**config.mk**
```make
export PLATFORM = sky130hd
export DESIGN_NAME = clc_cell_regs
export DESIGN_NICKNAME = d
export VERILOG_FILES = /design/src/clc_pkg.sv /design/src/clc_cell_regs.sv
export SDC_FILE = /design/constraint.sdc
export NUM_CORES = 1
export LEC_CHECK = 0
export BUFFER_PORTS_ARGS = -buffer_cell sky130_fd_sc_hd__buf_2
export CORE_AREA = 2 2 101 201
export CTS_BUF_LIST = sky130_fd_sc_hd__clkbuf_4 sky130_fd_sc_hd__clkbuf_8
export CTS_CLUSTER_SIZE = 40
export DETAILED_ROUTE_END_ITERATION = 8
export DIE_AREA = 0 0 103 203
export GPL_TIMING_DRIVEN = 0
export PLACE_DENSITY = 0.78
export SYNTH_ARGS = -nofsm -noshare
export SYNTH_HDL_FRONTEND = slang
export SYNTH_SLANG_ARGS = --single-unit
```
**constraint.sdc**
```tcl
create_clock -name i_clock -period 4.95 [get_ports i_clock]
set_clock_uncertainty 0.15 [all_clocks]
set_input_delay 0.7425 -clock i_clock [delete_from_list [all_inputs] [get_ports i_clock]]
set_output_delay 0.7425 -clock i_clock [all_outputs]
set_load 0.005 [all_outputs]
```
**src/clc_pkg.sv**
```systemverilog
// Package: register map, field positions and types of the logic cell block
package clc_pkg;

    // Register byte offsets on the APB
    localparam logic [7:0] OFF_CONTROL = 8'h00;
    localparam logic [7:0] OFF_POLARITY = 8'h04;
    localparam logic [7:0] OFF_DATA_SEL = 8'h10;
    localparam logic [7:0] OFF_GATE_ROUTE = 8'h20;
    localparam logic [7:0] OFF_IRQ_STATUS = 8'h30;
    localparam logic [7:0] OFF_IRQ_CLEAR = 8'h34;
    localparam logic [7:0] OFF_IRQ_ENABLE = 8'h38;

    // Sizes
    localparam int NUM_SRC = 32;
    localparam int SRC_W = 5;
    localparam int NUM_GATES = 4;

    // Control register fields
    localparam int CTRL_EN_BIT = 7;
    localparam int CTRL_OUT_BIT = 5;
    localparam int CTRL_INTP_BIT = 4;
    localparam int CTRL_INTN_BIT = 3;
    localparam logic [7:0] CTRL_WMASK = 8'h9f;
    localparam logic [7:0] CTRL_RST = 8'h00;

    // Polarity register fields
    localparam int POL_OUT_BIT = 7;
    localparam logic [7:0] POL_WMASK = 8'h8f;

    // Interrupt and bus response values after reset
    localparam logic IRQ_FLAG_RST = 1'b0;
    localparam logic IRQ_EN_RST = 1'b0;
    localparam logic [31:0] PRDATA_RST = 32'h0000_0000;

    // Function select codes
    localparam logic [2:0] MODE_AND_OR = 3'h0;
    localparam logic [2:0] MODE_OR_XOR = 3'h1;
    localparam logic [2:0] MODE_AND4 = 3'h2;
    localparam logic [2:0] MODE_SR_LATCH = 3'h3;
    localparam logic [2:0] MODE_DFF_SR = 3'h4;
    localparam logic [2:0] MODE_DFF2_R = 3'h5;
    localparam logic [2:0] MODE_JK_R = 3'h6;
    localparam logic [2:0] MODE_LATCH_SR = 3'h7;

    typedef struct packed {
        logic psel;
        logic penable;
        logic pwrite;
        logic [7:0] paddr;
        logic [31:0] pwdata;
    } clc_apb_req_t;

    typedef struct packed {
        logic pready;
        logic pslverr;
        logic [31:0] prdata;
    } clc_apb_rsp_t;

endpackage
```
**src/clc_cell_regs.sv**
```systemverilog
// Configurable logic cell with its APB register file and interrupt
`timescale 1ns/10ps
// Notes on behaviour
// RULE1 - Enable bit 7 set combines inputs; clear forces output to zero.
// RULE2 - Control bit 5 is read-only and returns the cell output.
// RULE3 - Rising enable bit 4 lets rising output edges set the flag.
// RULE4 - Falling enable bit 3 lets falling output edges set the flag.
// RULE5 - Codes 000, 001, 010 give AND-OR, OR-XOR and four-input AND.
// RULE6 - Codes 011 to 111 give latch and flip-flop functions.
// RULE7 - Polarity bit 7 inverts the function result.
// RULE8 - Polarity bits 3 to 0 invert gates 4 to 1.
// RULE9 - Control bit 6 and polarity bits 6 to 4 read zero.
// RULE10 - Four source selects hold 5-bit codes; upper bits read zero.
// RULE11 - Gate route bits: odd route true data, even route inverted.
// RULE12 - A cleared route bit keeps that signal out of the gate.
// RULE13 - Gates AND routed signals; with none, polarity sets level.
// RULE14 - Reset clears control only; selection and gating are kept. Code also clears IRQ flag and enable.
// RULE15 - Software clears the flag; a coincident edge keeps it set.
// RULE16 - AND-OR is g1g2 or g3g4; OR-XOR is (g1|g2)^(g3|g4).
module clc_cell_regs (
    // Clock, reset, clock enable
    input wire logic i_clock,
    input wire logic i_rst,
    input wire logic i_ce,
    // APB slave
    input wire clc_pkg::clc_apb_req_t i_apb,
    output clc_pkg::clc_apb_rsp_t o_apb,
    // Cell sources and results
    input wire logic [clc_pkg::NUM_SRC-1:0] i_cell_in,
    output logic o_cell_out,
    output logic o_irq
);
    import clc_pkg::*;

    // Offset match for a single register
    function automatic logic clc_hit(input logic [7:0] a,
                                     input logic [7:0] off);
        return a == off;
    endfunction

    // Match inside a block of four word registers
    function automatic logic clc_in_block(input logic [7:0] a,
                                          input logic [7:0] base);
        return (a[7:4] == base[7:4]) && (a[1:0] == 2'h0);
    endfunction

    // One data gate before its polarity stage
    function automatic logic clc_gate(input logic [7:0] route,
                                      input logic [3:0] d);
        logic [7:0] terms;
        terms = {d[3], ~d[3], d[2], ~d[2], d[1], ~d[1], d[0], ~d[0]};
        return (|route) & (&(terms | ~route));
    endfunction

    // Source synchronisers and agreement filter
    logic [NUM_SRC-1:0] sync1_q;
    logic [NUM_SRC-1:0] sync2_q;
    logic [NUM_SRC-1:0] sync3_q;
    logic [NUM_SRC-1:0] src_q;
    logic [NUM_SRC-1:0] src_d;
    logic [NUM_SRC-1:0] agree;

    // Registers
    logic [7:0] ctrl_q;
    logic [7:0] pol_q;
    logic [SRC_W-1:0] sel_q [NUM_GATES];
    logic [7:0] route_q [NUM_GATES];
    logic flag_q;
    logic flag_d;
    logic ien_q;
    logic ien_d;
    logic irq_q;

    // Bus
    clc_apb_rsp_t rsp_q;
    logic access;
    logic taken;
    logic wr;
    logic first;
    logic [1:0] sub;
    logic h_ctrl;
    logic h_pol;
    logic h_sel;
    logic h_route;
    logic h_stat;
    logic h_clr;
    logic h_ien;
    logic mapped;
    logic [7:0] ctrl_rd;
    logic [7:0] rd_byte;
    logic [7:0] wbyte;

    // Cell datapath
    logic [3:0] data;
    logic [3:0] gate_raw;
    logic [3:0] gate;
    logic g1_prev_q;
    logic g1_rise;
    logic state_q;
    logic state_d;
    logic sr_d;
    logic dff1_d;
    logic dff2_d;
    logic jk_next;
    logic jk_d;
    logic lat_d;
    logic and_or;
    logic or_xor;
    logic and4;
    logic [2:0] mode;
    logic func_res;
    logic out_q;
    logic out_d;
    logic rise_ev;
    logic fall_ev;
    logic clr;

    // Pins are asynchronous; a level counts once stages two and three agree
    assign agree = ~(sync2_q ^ sync3_q);
    assign src_d = (sync2_q & agree) | (src_q & ~agree);

    always_ff @(posedge i_clock or posedge i_rst) begin
        if (i_rst) begin
            sync1_q <= '0;
            sync2_q <= '0;
            sync3_q <= '0;
            src_q <= '0;
        end else if (i_ce) begin
            sync1_q <= i_cell_in;
            sync2_q <= sync1_q;
            sync3_q <= sync2_q;
            src_q <= src_d;
        end
    end

    // Bus decode
    assign access = i_apb.psel & i_apb.penable;
    assign first = access & ~rsp_q.pready;
    assign taken = access & rsp_q.pready;
    assign wr = taken & i_apb.pwrite;
    assign wbyte = i_apb.pwdata[7:0];
    assign sub = i_apb.paddr[3:2];
    assign h_ctrl = clc_hit(i_apb.paddr, OFF_CONTROL);
    assign h_pol = clc_hit(i_apb.paddr, OFF_POLARITY);
    assign h_sel = clc_in_block(i_apb.paddr, OFF_DATA_SEL);
    assign h_route = clc_in_block(i_apb.paddr, OFF_GATE_ROUTE);
    assign h_stat = clc_hit(i_apb.paddr, OFF_IRQ_STATUS);
    assign h_clr = clc_hit(i_apb.paddr, OFF_IRQ_CLEAR);
    assign h_ien = clc_hit(i_apb.paddr, OFF_IRQ_ENABLE);
    assign mapped = h_ctrl | h_pol | h_sel | h_route | h_stat | h_clr
                    | h_ien;

    // Live output shown in the status bit
    assign ctrl_rd = ctrl_q | (8'(out_q) << CTRL_OUT_BIT); // RULE2 RULE9

    assign rd_byte = h_ctrl ? ctrl_rd :
                     h_pol ? pol_q : // RULE9
                     h_sel ? {3'h0, sel_q[sub]} : // RULE10
                     h_route ? route_q[sub] :
                     h_stat ? {7'h0, flag_q} :
                     h_ien ? {7'h0, ien_q} :
                     8'h00;

    // One wait state: pready rises in the second access cycle
    always_ff @(posedge i_clock or posedge i_rst) begin
        if (i_rst) begin
            rsp_q.pready <= 1'b0;
            rsp_q.pslverr <= 1'b0;
            rsp_q.prdata <= PRDATA_RST;
        end else if (i_ce) begin
            rsp_q.pready <= first;
            rsp_q.pslverr <= first & ~mapped;
            if (first) begin
                rsp_q.prdata <= {24'h0, rd_byte};
            end
        end
    end

    assign o_apb = rsp_q;

    // Control register resets; of the other registers only the IRQ flag and enable do too
    always_ff @(posedge i_clock or posedge i_rst) begin
        if (i_rst) begin
            ctrl_q <= CTRL_RST; // RULE14
        end else if (i_ce && wr && h_ctrl) begin
            ctrl_q <= wbyte & CTRL_WMASK; // RULE9
        end
    end

    // Selection, gating and polarity survive reset, undefined at power-up
    always_ff @(posedge i_clock) begin
        if (i_ce && wr && h_pol) begin
            pol_q <= wbyte & POL_WMASK; // RULE9 RULE14
        end
    end

    for (genvar k = 0; k < NUM_GATES; k++) begin : g_cfg
        always_ff @(posedge i_clock) begin
            if (i_ce && wr && h_sel && sub == 2'(k)) begin
                sel_q[k] <= wbyte[SRC_W-1:0]; // RULE10 RULE14
            end
        end

        always_ff @(posedge i_clock) begin
            if (i_ce && wr && h_route && sub == 2'(k)) begin
                route_q[k] <= wbyte; // RULE14
            end
        end

        // Source choice, then gate and its polarity
        assign data[k] = src_q[sel_q[k]]; // RULE10
        assign gate_raw[k] = clc_gate(route_q[k], data); // RULE11 RULE12 RULE13
        assign gate[k] = gate_raw[k] ^ pol_q[k]; // RULE8 RULE13
    end

    // Logic function stage
    assign mode = ctrl_q[2:0];
    assign and_or = (gate[0] & gate[1]) | (gate[2] & gate[3]); // RULE16
    assign or_xor = (gate[0] | gate[1]) ^ (gate[2] | gate[3]); // RULE16
    assign and4 = &gate;

    // Gate 1 acts as the storage clock; its edge is seen on i_clock
    assign g1_rise = gate[0] & ~g1_prev_q;

    // Reset input wins over set in every storing function
    assign sr_d = (gate[2] | gate[3]) ? 1'b0 :
                  (gate[0] | gate[1]) ? 1'b1 : state_q; // RULE6
    assign dff1_d = gate[2] ? 1'b0 :
                    gate[3] ? 1'b1 :
                    g1_rise ? gate[1] : state_q; // RULE6
    assign dff2_d = gate[2] ? 1'b0 :
                    g1_rise ? (gate[1] & gate[3]) : state_q; // RULE6
    assign jk_next = (gate[1] & gate[3]) ? ~state_q :
                     gate[1] ? 1'b1 :
                     gate[3] ? 1'b0 : state_q;
    assign jk_d = gate[2] ? 1'b0 :
                  g1_rise ? jk_next : state_q; // RULE6
    assign lat_d = gate[2] ? 1'b0 :
                   gate[3] ? 1'b1 :
                   gate[0] ? gate[1] : state_q; // RULE6

    assign state_d = (mode == MODE_SR_LATCH) ? sr_d :
                     (mode == MODE_DFF_SR) ? dff1_d :
                     (mode == MODE_DFF2_R) ? dff2_d :
                     (mode == MODE_JK_R) ? jk_d :
                     (mode == MODE_LATCH_SR) ? lat_d :
                     state_q;

    // Storing modes use the new state so all modes share one latency
    assign func_res = (mode == MODE_AND_OR) ? and_or :
                      (mode == MODE_OR_XOR) ? or_xor :
                      (mode == MODE_AND4) ? and4 : // RULE5
                      state_d; // RULE6

    assign out_d = ctrl_q[CTRL_EN_BIT]
                   & (func_res ^ pol_q[POL_OUT_BIT]); // RULE1 RULE7

    always_ff @(posedge i_clock or posedge i_rst) begin
        if (i_rst) begin
            g1_prev_q <= 1'b0;
            state_q <= 1'b0;
            out_q <= 1'b0;
        end else if (i_ce) begin
            g1_prev_q <= gate[0];
            // Disabled cell holds no stale storage
            state_q <= ctrl_q[CTRL_EN_BIT] & state_d; // RULE1
            out_q <= out_d; // RULE1
        end
    end

    assign o_cell_out = out_q;

    // Edge events, including those a polarity change causes
    assign rise_ev = ctrl_q[CTRL_INTP_BIT] & out_d & ~out_q; // RULE3
    assign fall_ev = ctrl_q[CTRL_INTN_BIT] & ~out_d & out_q; // RULE4
    assign clr = wr & h_clr & wbyte[0];
    assign flag_d = rise_ev | fall_ev | (flag_q & ~clr); // RULE15
    assign ien_d = (wr && h_ien) ? wbyte[0] : ien_q;

    always_ff @(posedge i_clock or posedge i_rst) begin
        if (i_rst) begin
            flag_q <= IRQ_FLAG_RST;
            ien_q <= IRQ_EN_RST;
            irq_q <= 1'b0;
        end else if (i_ce) begin
            flag_q <= flag_d; // RULE3 RULE4 RULE15
            ien_q <= ien_d;
            irq_q <= flag_d & ien_d;
        end
    end

    assign o_irq = irq_q;

endmodule // clc_cell_regs

```
==> results.cfg, run 1 <==
[run_status]
status = complete, no violations

[final_layout]
regArea_mm2 = 0.00547
multi_input_area_mm2 = 0.00473
n_antenna_cell = 0
postLayoutCellArea_mm2 = 0.0120
finalNonFillerCells = 1284
fillers = 1610
layout-drive-gt1-share = 0.285
area_delta_synth_final_pct = 13.7
finish.utilization = 0.623
nNetsFinal = 1081

[timing]
timing_hold_violations_final = 0
fin_ws_ns = 0.320
slew_viol_final = 0
slew_headroom = 0.107
setup_viol = 0
post-route-min-period_ns = 4.63
fin_crit_sh = 0.935
max_freq_mhz = 216
rsz0062_at_grt = no
worst_pin_slew_ns = 1.33

[placed_design]
dp_hpwl_um = 20400
place_area_mm2 = 0.0113
placed_cells = 1232
post-place-ws_ns = 0.472
gp_congestion = 0.948
port_buffers = 64

[clock_tree]
post-cts-setup-buffers = 0
cts_resized = 0
h-tree-depth = 1
clockRootBuffer = clkbuf_8
cts_hold_buffers = 0
numCtsBuffers = 28
insertion_delay_ns = 0.56
clkTransAtPathRegs_ns = 0.08
clock-sinks = 207
tritoncts = yes
cts_buffer_depth = 3

[logic_synthesis]
synth_area_mm2 = 0.0106
synth.distinct_cells = 76
synth_edf_count = 57
synthCells = 885
synthFlopType = dfrtp_1
yosysWarningCount = 0
ys_ff_latch = 207
syn_area_per_cell_um2 = 11.9
async_flop_share = 0.725
seq_area_frac_synth = 0.518

[worst_setup_path]
arrival_ns = 4.92
critical-path-top-delay-family = compound AO/OA/AOI/OAI gates
cp_slowest_stage_delay_ns = 0.50
cp_max_fo = 10
path_cells = buf_6, buf_12, mux2i_1, a21oi_1, nand3_2, nand2_2, a311oi_4, mux2i_1, a41oi_2, nor4_4, xnor2_1, a32oi_1, nor2_1, nor4b_4, nor3b_1, o32a_1
crit_top_cell = mux2i_1
worst_r2r_path_depth = 16
critPathBufInv = 2
cp.required_ns = 5.24
start_kind = flop
endpoint_kind = flop
r2r-end = flag_q$_DFFE_PP0P_
slowest_stage = a32oi_1
rrSetupSlack_ns = 0.32
r2r_start = sel_q[1][0]$_DFFE_PP_
worstSetupPathType = reg -> reg

[detailed_routing]
drcViolationCount = 0
viasPerCell = 5.91
drt_pass1_iterations = 7
wire_per_inst_um = 21.1
ant_nets = 0
wl_um = 27100
drt_iter0_markers = 353
vias = 7590

[floorplan]
chipHeight_um = 203
die-area_mm2 = 0.0209
core_area_mm2 = 0.0193
start_util = 0.548
die_w_um = 103
row_count = 72
io_pins = 114

[global_routing]
antenna_found_initial = 0
grt_pass1_vias = 7875
grt_overflow = 0
grt_max_degree = 91
grt_usage = 0.265
grt_first_pass_wirelength_um = 41500

[pwr]
power_density_mw_per_mm2 = 360
ir_worst_vdd_uv = 292
leakagePower_nw = 5.06

[hold_path]
hold_class = in -> async

[job]
maxCapViolations = 0
==> how the worst max path moves through the flow <==
| stage | start | to | slack, ns | depth (start not counted) |
|---|---|---|---|---|
| 2_1_floorplan | i_rst | asynchronous set/reset pin | 0.02 | 1 |
| 6_report | sel_q[1][0]$_DFFE_PP_ | flag_q$_DFFE_PP0P_ | 0.32 | 16 |
| 3_3_place_gp | i_rst | ctrl_q[0]$_DFFE_PP0P_ | -1.65 | 2 |
| 5_1_grt | sel_q[1][0]$_DFFE_PP_ | flag_q$_DFFE_PP0P_ | 0.09 | 16 |
| 4_1_cts | sel_q[1][0]$_DFFE_PP_ | flag_q$_DFFE_PP0P_ | 0.44 | 16 |
| 3_5_place_dp | sel_q[1][0]$_DFFE_PP_ | flag_q$_DFFE_PP0P_ | 0.47 | 16 |
==> cells by family after synthesis <==
logic type,count (synthesis),share of synthesized area
DFF,207,0.518
AOI/OAI and AO/OA,175,0.109
and+or+nand+nor,234,0.119
xor gates and xnor gates,1,0.000830
adders and majority gates,1,0.00107
other,1,0.000355
muxes,190,0.209
buffers and inverters,76,0.0424
==> worst register-to-register path, cell delays in order (launching register included) <==
cell      delay (ns)
edfxtp_1        0.37
buf_6           0.18
buf_12          0.16
mux2i_1         0.23
a21oi_1         0.11
nand3_2         0.10
nand2_2         0.07
a311oi_4        0.45
mux2i_1         0.45
a41oi_2         0.29
nor4_4          0.41
xnor2_1         0.13
a32oi_1         0.50
nor2_1          0.16
nor4b_4         0.31
nor3b_1         0.13
o32a_1          0.31
==> power breakdown <==
| part | switching [mW] | internal (mW) |
|---|---|---|
| registers | 0.229 | 1.95 |
| logic | 0.297 | 0.306 |
| clock network | 0.638 | 0.899 |
| total | 1.16 | 3.16 |
==> cells in the mapped netlist (all sizes together), types with 3 or more instances <==
library cell  number  area share
dfrtp            150        0.36
mux2             103        0.11
a21oi             85       0.041
mux2i             74       0.071
nor2              63       0.023
edfxtp            57        0.16
nand2             47       0.017
nand2b            41       0.024
buf               37       0.028
o21ai             24       0.011
clkbuf            23      0.0091
a22oi             18       0.013
nand3             18      0.0095
and2              16      0.0096
inv               16      0.0057
mux4              13       0.028
nor2b              9      0.0053
o22ai              7      0.0041
a22o               6      0.0051
nand4              6      0.0036
nor4               6      0.0050
a41oi              5      0.0063
and3               5      0.0034
and4b              5      0.0051
nor3               5      0.0024
a211oi             4      0.0033
a221oi             3      0.0025
nor3b              3      0.0021
o211ai             3      0.0021
o21bai             3      0.0021
==> placed cells by master (no fill, tap or decap), types with 4 or more instances in the layout <==
master	synthesis	final
a21oi_1	84	84
a22o_1	5	5
a22oi_1	18	18
and2_1	14	14
and3_1	4	4
and4b_1	4	4
buf_2	1	65
buf_4	30	30
clkbuf_1	22	22
clkbuf_4	0	10
clkbuf_8	1	38
conb_1	1	24
dfrtp_1	150	150
edfxtp_1	57	57
inv_1	16	15
mux2_2	103	103
mux2i_1	73	73
mux4_2	12	12
nand2_1	46	46
nand2b_1	41	41
nand3_1	16	16
nand4_1	6	6
nor2_1	62	62
nor2b_1	9	9
nor3_1	5	5
nor4_1	5	5
o21ai_0	23	23
o22ai_1	7	7
==> cell type report <==
class / instances / area share
Sequential cell: 207 / 0.455
Multi-Input combinational cell: 625 / 0.394
Clock buffer: 47 / 0.0487
Buffer: 60 / 0.0323
Timing Repair Buffer: 65 / 0.0290
Tap cell: 259 / 0.0270
Clock inverter: 5 / 0.00834
Inverter: 16 / 0.00542
==> metrics by stage <==
step / power (mW) / hold WS, ns / setup TNS (ns)
final: 4.32 / 0.118 / 0
after detailed placement: 2.81 / 0.322 / 0
after global placement: 2.77 / 0.315 / -243.82
after floorplan: 2.58 / 0.309 / 0
after CTS: 4.34 / 0.114 / 0
after global routing: 4.51 / 0.152 / 0
==> routing by layer <==
metal	share of wire	track usage	vias to the layer above	wire length, um
met3	0.042	0.0399	136	1140
met4	0.11	0.234	0	2870
met5	0	0	-	0
met2	0.53	0.465	272	14300
met1	0.33	0.256	3727	8840
li1	-	-	3455	-
No activity file was read; power rests on OpenSTA's default activity.
==> run 2, diff against run 1 <==
- CORE_AREA: 2 2 101 201 -> 2 2 106 211
- DIE_AREA: 0 0 103 203 -> 0 0 108 213
- PLACE_DENSITY: 0.78 -> 0.71
- SKIP_CTS_REPAIR_TIMING: unset -> 1
==> results.cfg, run 2 (same netlist as run 1, synthesis figures left out) <==
[clock_tree]
clock-sinks = 207
numCtsBuffers = 28
insertion_delay_ns = 0.58
clkTransAtPathRegs_ns = 0.07
clockRootBuffer = clkbuf_8
cts_buffer_depth = 3
tritoncts = yes
h-tree-depth = 1

[placed_design]
place_area_mm2 = 0.0113
gp_congestion = 0.977
placed_cells = 1246
port_buffers = 64
dp_hpwl_um = 21200

[pwr]
ir_worst_vdd_uv = 298
power_density_mw_per_mm2 = 358
total_power_mw = 4.31
leakagePower_nw = 5.06

[detailed_routing]
wl_um = 27200
wire_per_inst_um = 21.0
vias = 7476
viasPerCell = 5.76
drcViolationCount = 0
drt_pass1_iterations = 5
drt_iter0_markers = 457
ant_nets = 0

[global_routing]
grt_usage = 0.246
antenna_found_initial = 0
grt_pass1_vias = 7870
grt_first_pass_wirelength_um = 42100
grt_max_degree = 100
grt_overflow = 0

[timing]
slew_viol_final = 0
timing_hold_violations_final = 0
worst_pin_slew_ns = 1.03
setup_viol = 0
final.setup.tns_ns = 0
post-route-min-period_ns = 4.61
rsz0062_at_grt = no
slew_headroom = 0.313
fin_crit_sh = 0.931
max_freq_mhz = 217

[worst_setup_path]
arrival_ns = 4.93
r2r_start = sel_q[1][2]$_DFFE_PP_
start_kind = flop
endpoint_kind = flop
worst_r2r_path_depth = 14
cp_max_fo = 5
cp.required_ns = 5.27
rrSetupSlack_ns = 0.34
worstSetupPathType = reg -> reg
r2r-end = flag_q$_DFFE_PP0P_

[final_layout]
layout-drive-gt1-share = 0.286
n_antenna_cell = 0
postLayoutCellArea_mm2 = 0.0120
finalNonFillerCells = 1298
mostFrequentLayoutCells = dfrtp_1 (150), mux2_2 (103), a21oi_1 (84)
nNetsFinal = 1081
fillers = 1840
area_delta_synth_final_pct = 14.0
finish.utilization = 0.562
final_common_cell = dfrtp_1

[run_status]
status = complete, no violations

[job]
maxCapViolations = 0

[floorplan]
io_pins = 114
start_util = 0.493
core_area_mm2 = 0.0214
die_w_um = 108
chipHeight_um = 213
die-area_mm2 = 0.0230
row_count = 76

[hold_path]
hold_class = in -> async
run 2: cell count changes in the layout (fill, tap and decap cells not counted), sizes merged:
cell | previous run | this run
clkinv | 2 | 1
inv | 16 | 17
run 2: area by class of cell:
class	instances	area, um^2	area share
clock inverters	5	113	0.00936
multi-input cells	625	4740	0.394
inverters	16	65.1	0.00541
repair buffers	65	348	0.0289
flip-flops and latches	207	5470	0.454
clock buffers	47	578	0.0480
plain buffers	60	388	0.0322
well taps	273	342	0.0284
run 2: how the worst max path moves through the flow:
stage | cells after the start | startpoint | to | slack, ns
3_5_place_dp | 14 | sel_q[1][2]$_DFFE_PP_ | flag_q$_DFFE_PP0P_ | 0.36
6_report | 14 | sel_q[1][2]$_DFFE_PP_ | flag_q$_DFFE_PP0P_ | 0.34
3_3_place_gp | 2 | i_rst | o_apb[5]$_DFFE_PP0P_ | -1.69
4_1_cts | 14 | sel_q[1][2]$_DFFE_PP_ | flag_q$_DFFE_PP0P_ | 0.35
2_1_floorplan | 1 | i_rst | asynchronous set/reset pin | 0.02
5_1_grt | 14 | sel_q[1][2]$_DFFE_PP_ | flag_q$_DFFE_PP0P_ | 0.10
run 2: per-layer routing:
layer | vias up | GRT usage | share of wire
li1 | 3461 | - | -
met2 | 234 | 0.460 | 0.55
met1 | 3671 | 0.230 | 0.32
met3 | 110 | 0.0290 | 0.037
met4 | 0 | 0.205 | 0.095
met5 | - | 0 | 0
run 2: worst max-delay path, cell delays in order (launching register included):
cell and delay (ns):
edfxtp_1 0.49, nor2_1 0.38, nand2_1 0.11, nand4b_1 0.13, a21oi_2 0.06, a311oi_4 0.47
mux2i_1 0.48, a41oi_2 0.30, nor4_4 0.44, xnor2_1 0.17, a32oi_1 0.19, a22o_2 0.29
nor4b_4 0.39, nor3b_1 0.13, o32a_1 0.30
run 2: report_power, final:
part,switching [mW],internal (mW)
logic,0.278,0.306
clock network,0.644,0.896
registers,0.231,1.95
total,1.15,3.15
run 2: through the flow:
stage / hold slack, ns / setup WS (ns)
2_1_floorplan: 0.309 / 0.0211
3_3_place_gp: 0.310 / -1.69
3_5_place_dp: 0.319 / 0.363
4_1_cts: 0.0608 / 0.351
5_1_grt: 0.0929 / 0.100
6_report: 0.0745 / 0.341
==> run 3, diff against run 2 <==
- ABC_AREA: unset -> 1
- CAP_MARGIN: unset -> 10
- CORE_AREA: 2 2 106 211 -> 2 2 106 210
- DIE_AREA: 0 0 108 213 -> 0 0 108 212
==> results.cfg, run 3 <==
[job]
maxCapViolations = 0

[timing]
hold_slack_ns = 0.0449
max_freq_mhz = 255
final.setup.tns_ns = 0
fin_ws_ns = 1.04
worst_pin_slew_ns = 0.818
setup_viol = 0
slew_viol_final = 0
rsz0062_at_grt = no
fin_crit_sh = 0.791
post-route-min-period_ns = 3.91
slew_headroom = 0.453
timing_hold_violations_final = 0

[worst_setup_path]
start_kind = flop
r2r_start = sel_q[0][0]$_DFFE_PP_
r2r-end = o_irq$_DFFE_PP0P_
slowest_stage = nor3_2
cp_max_fo = 10
crit_path_end = o_irq$_DFFE_PP0P_
worstSetupPathType = reg -> reg
crit_top_cell = nand2_1
crit_path_start = sel_q[0][0]$_DFFE_PP_
rrSetupSlack_ns = 1.04
arrival_ns = 4.24
cp_slowest_stage_delay_ns = 0.50
worst_r2r_path_depth = 34
endpoint_kind = flop
cp.required_ns = 5.28

[final_layout]
regArea_mm2 = 0.00547
final_common_cell = nand2_1
area_delta_synth_final_pct = 13.7
mostFrequentLayoutCells = nand2_1 (431), dfrtp_1 (150), o21ai_0 (129)
multi_input_area_mm2 = 0.00418
nNetsFinal = 1460
fillers = 2052
layout-drive-gt1-share = 0.154

[clock_tree]
clock-sinks = 207
cts_buffer_depth = 3
clkTransAtPathRegs_ns = 0.07
insertion_delay_ns = 0.58
clockRootBuffer = clkbuf_8
h-tree-depth = 1
numCtsBuffers = 30
tritoncts = yes

[floorplan]
chipHeight_um = 212
die_w_um = 108
core_area_mm2 = 0.0214
die-area_mm2 = 0.0229
io_pins = 114
start_util = 0.488
row_count = 76

[detailed_routing]
drt_iter0_markers = 531
viasPerCell = 5.42
wire_per_inst_um = 18.7
wl_um = 31500
drcViolationCount = 0
ant_nets = 0
vias = 9101
drt_pass1_iterations = 5

[pwr]
power_density_mw_per_mm2 = 335
leakagePower_nw = 5.60
ir_worst_vdd_uv = 229

[logic_synthesis]
ys_ff_latch = 207
async_flop_share = 0.725
yosys.area.top_type_share = 0.360
synth_area_mm2 = 0.0104
synth.distinct_cells = 49
synth_edf_count = 57
synth_common_cells = nand2_1 (431), dfrtp_1 (150), o21ai_0 (129)
synthFlopType = dfrtp_1
synth.area.top_cells = dfrtp_1 (36%), edfxtp_1 (16%), nand2_1 (16%)
syn_area_per_cell_um2 = 8.28
yosysWarningCount = 0
seq_area_frac_synth = 0.524
synth.most_common_cell = nand2_1
synthCells = 1261
synth_top_area_cell = dfrtp_1

[global_routing]
grt_pass1_vias = 9004
antenna_found_initial = 1
grt_max_degree = 102
grt_overflow = 0
grt_first_pass_wirelength_um = 49000
grt_usage = 0.287

[placed_design]
dp_hpwl_um = 24000
gp_congestion = 1.01
port_buffers = 64
post-place-ws_ns = 1.16

[run_status]
status = complete, no violations

[hold_path]
hold_class = in -> async
run 3: cell count changes after synthesis, moves of 9 or more:
cell / delta
and2_1: -14
nand2_2: +22
nand2b_1: -41
nand3_1: +111
o21ai_0: +106
nand3_2: +11
mux2_2: -101
a21oi_1: -72
o211ai_1: +12
mux4_2: -12
nand2_1: +385
inv_1: +76
nor2b_1: -9
mux2i_1: -73
run 3: metrics by stage:
stage / instances / total power, mW / utilization / cell area [um^2]
floorplan: 1284 / 2.36 / - / 10500
global placement: 1621 / 2.54 / 0.523 / 11200
detailed placement: 1622 / 2.56 / 0.524 / 11200
CTS: 1676 / 4.01 / 0.554 / 11900
global route: 1678 / 4.18 / 0.555 / 11900
finish: 1678 / 3.98 / 0.555 / 11900
run 3: cell type report:
cell class              instances  share of cell area
diodes                          1            0.000211
plain buffers                  72              0.0406
clock buffers                  46              0.0507
clock inverters                 8             0.00358
inverters                     101              0.0341
multi-input cells             904               0.352
flip-flops and latches        207               0.460
well taps                     273              0.0288
repair buffers                 66              0.0297
run 3: cells by family after synthesis:
kind of cell,synth area share
xor gates and xnor gates,0.000839
and+or+nand+nor,0.283
buffers and inverters,0.0844
other,0.000359
DFF,0.524
muxes,0.00216
AOI/OAI and AO/OA,0.105
run 3: worst min path at each step:
stage	from	end	slack, ns	cells after the start
after floorplan	sync3_q[18]$_DFFE_PP0P_	sync3_q[18]$_DFFE_PP0P_	0.29	2
after global placement	sync3_q[19]$_DFFE_PP0P_	sync3_q[19]$_DFFE_PP0P_	0.30	2
after detailed placement	sync3_q[22]$_DFFE_PP0P_	sync3_q[22]$_DFFE_PP0P_	0.31	2
after CTS	i_rst	o_apb[2]$_DFFE_PP0P_	0.05	2
after global routing	i_rst	sync2_q[29]$_DFFE_PP0P_	0.07	2
final	i_rst	sync1_q[28]$_DFFE_PP0P_	0.04	2
run 3: critical path, delay by kind of cell (launching register included):
kind / cells / cell delay (ns)
buffers and inverters: 3 / 0.43
AND/OR/NAND/NOR: 31 / 2.80
flip-flops: 1 / 0.39
run 3: where the power goes:
part / internal, mW / switching, mW / leakage, nW
clock: 0.774 / 0.671 / 0.345
sequential: 1.91 / 0.179 / 2.40
combinational: 0.173 / 0.277 / 2.85
total: 2.85 / 1.13 / 5.60
run 3: metal layers:
metal | track usage | part of all wire | up-vias
li1 | - | - | 4383
met1 | 0.283 | 0.33 | 4247
met2 | 0.527 | 0.54 | 338
met3 | 0.0368 | 0.046 | 133
met4 | 0.222 | 0.090 | 0
met5 | 0 | 0 | -
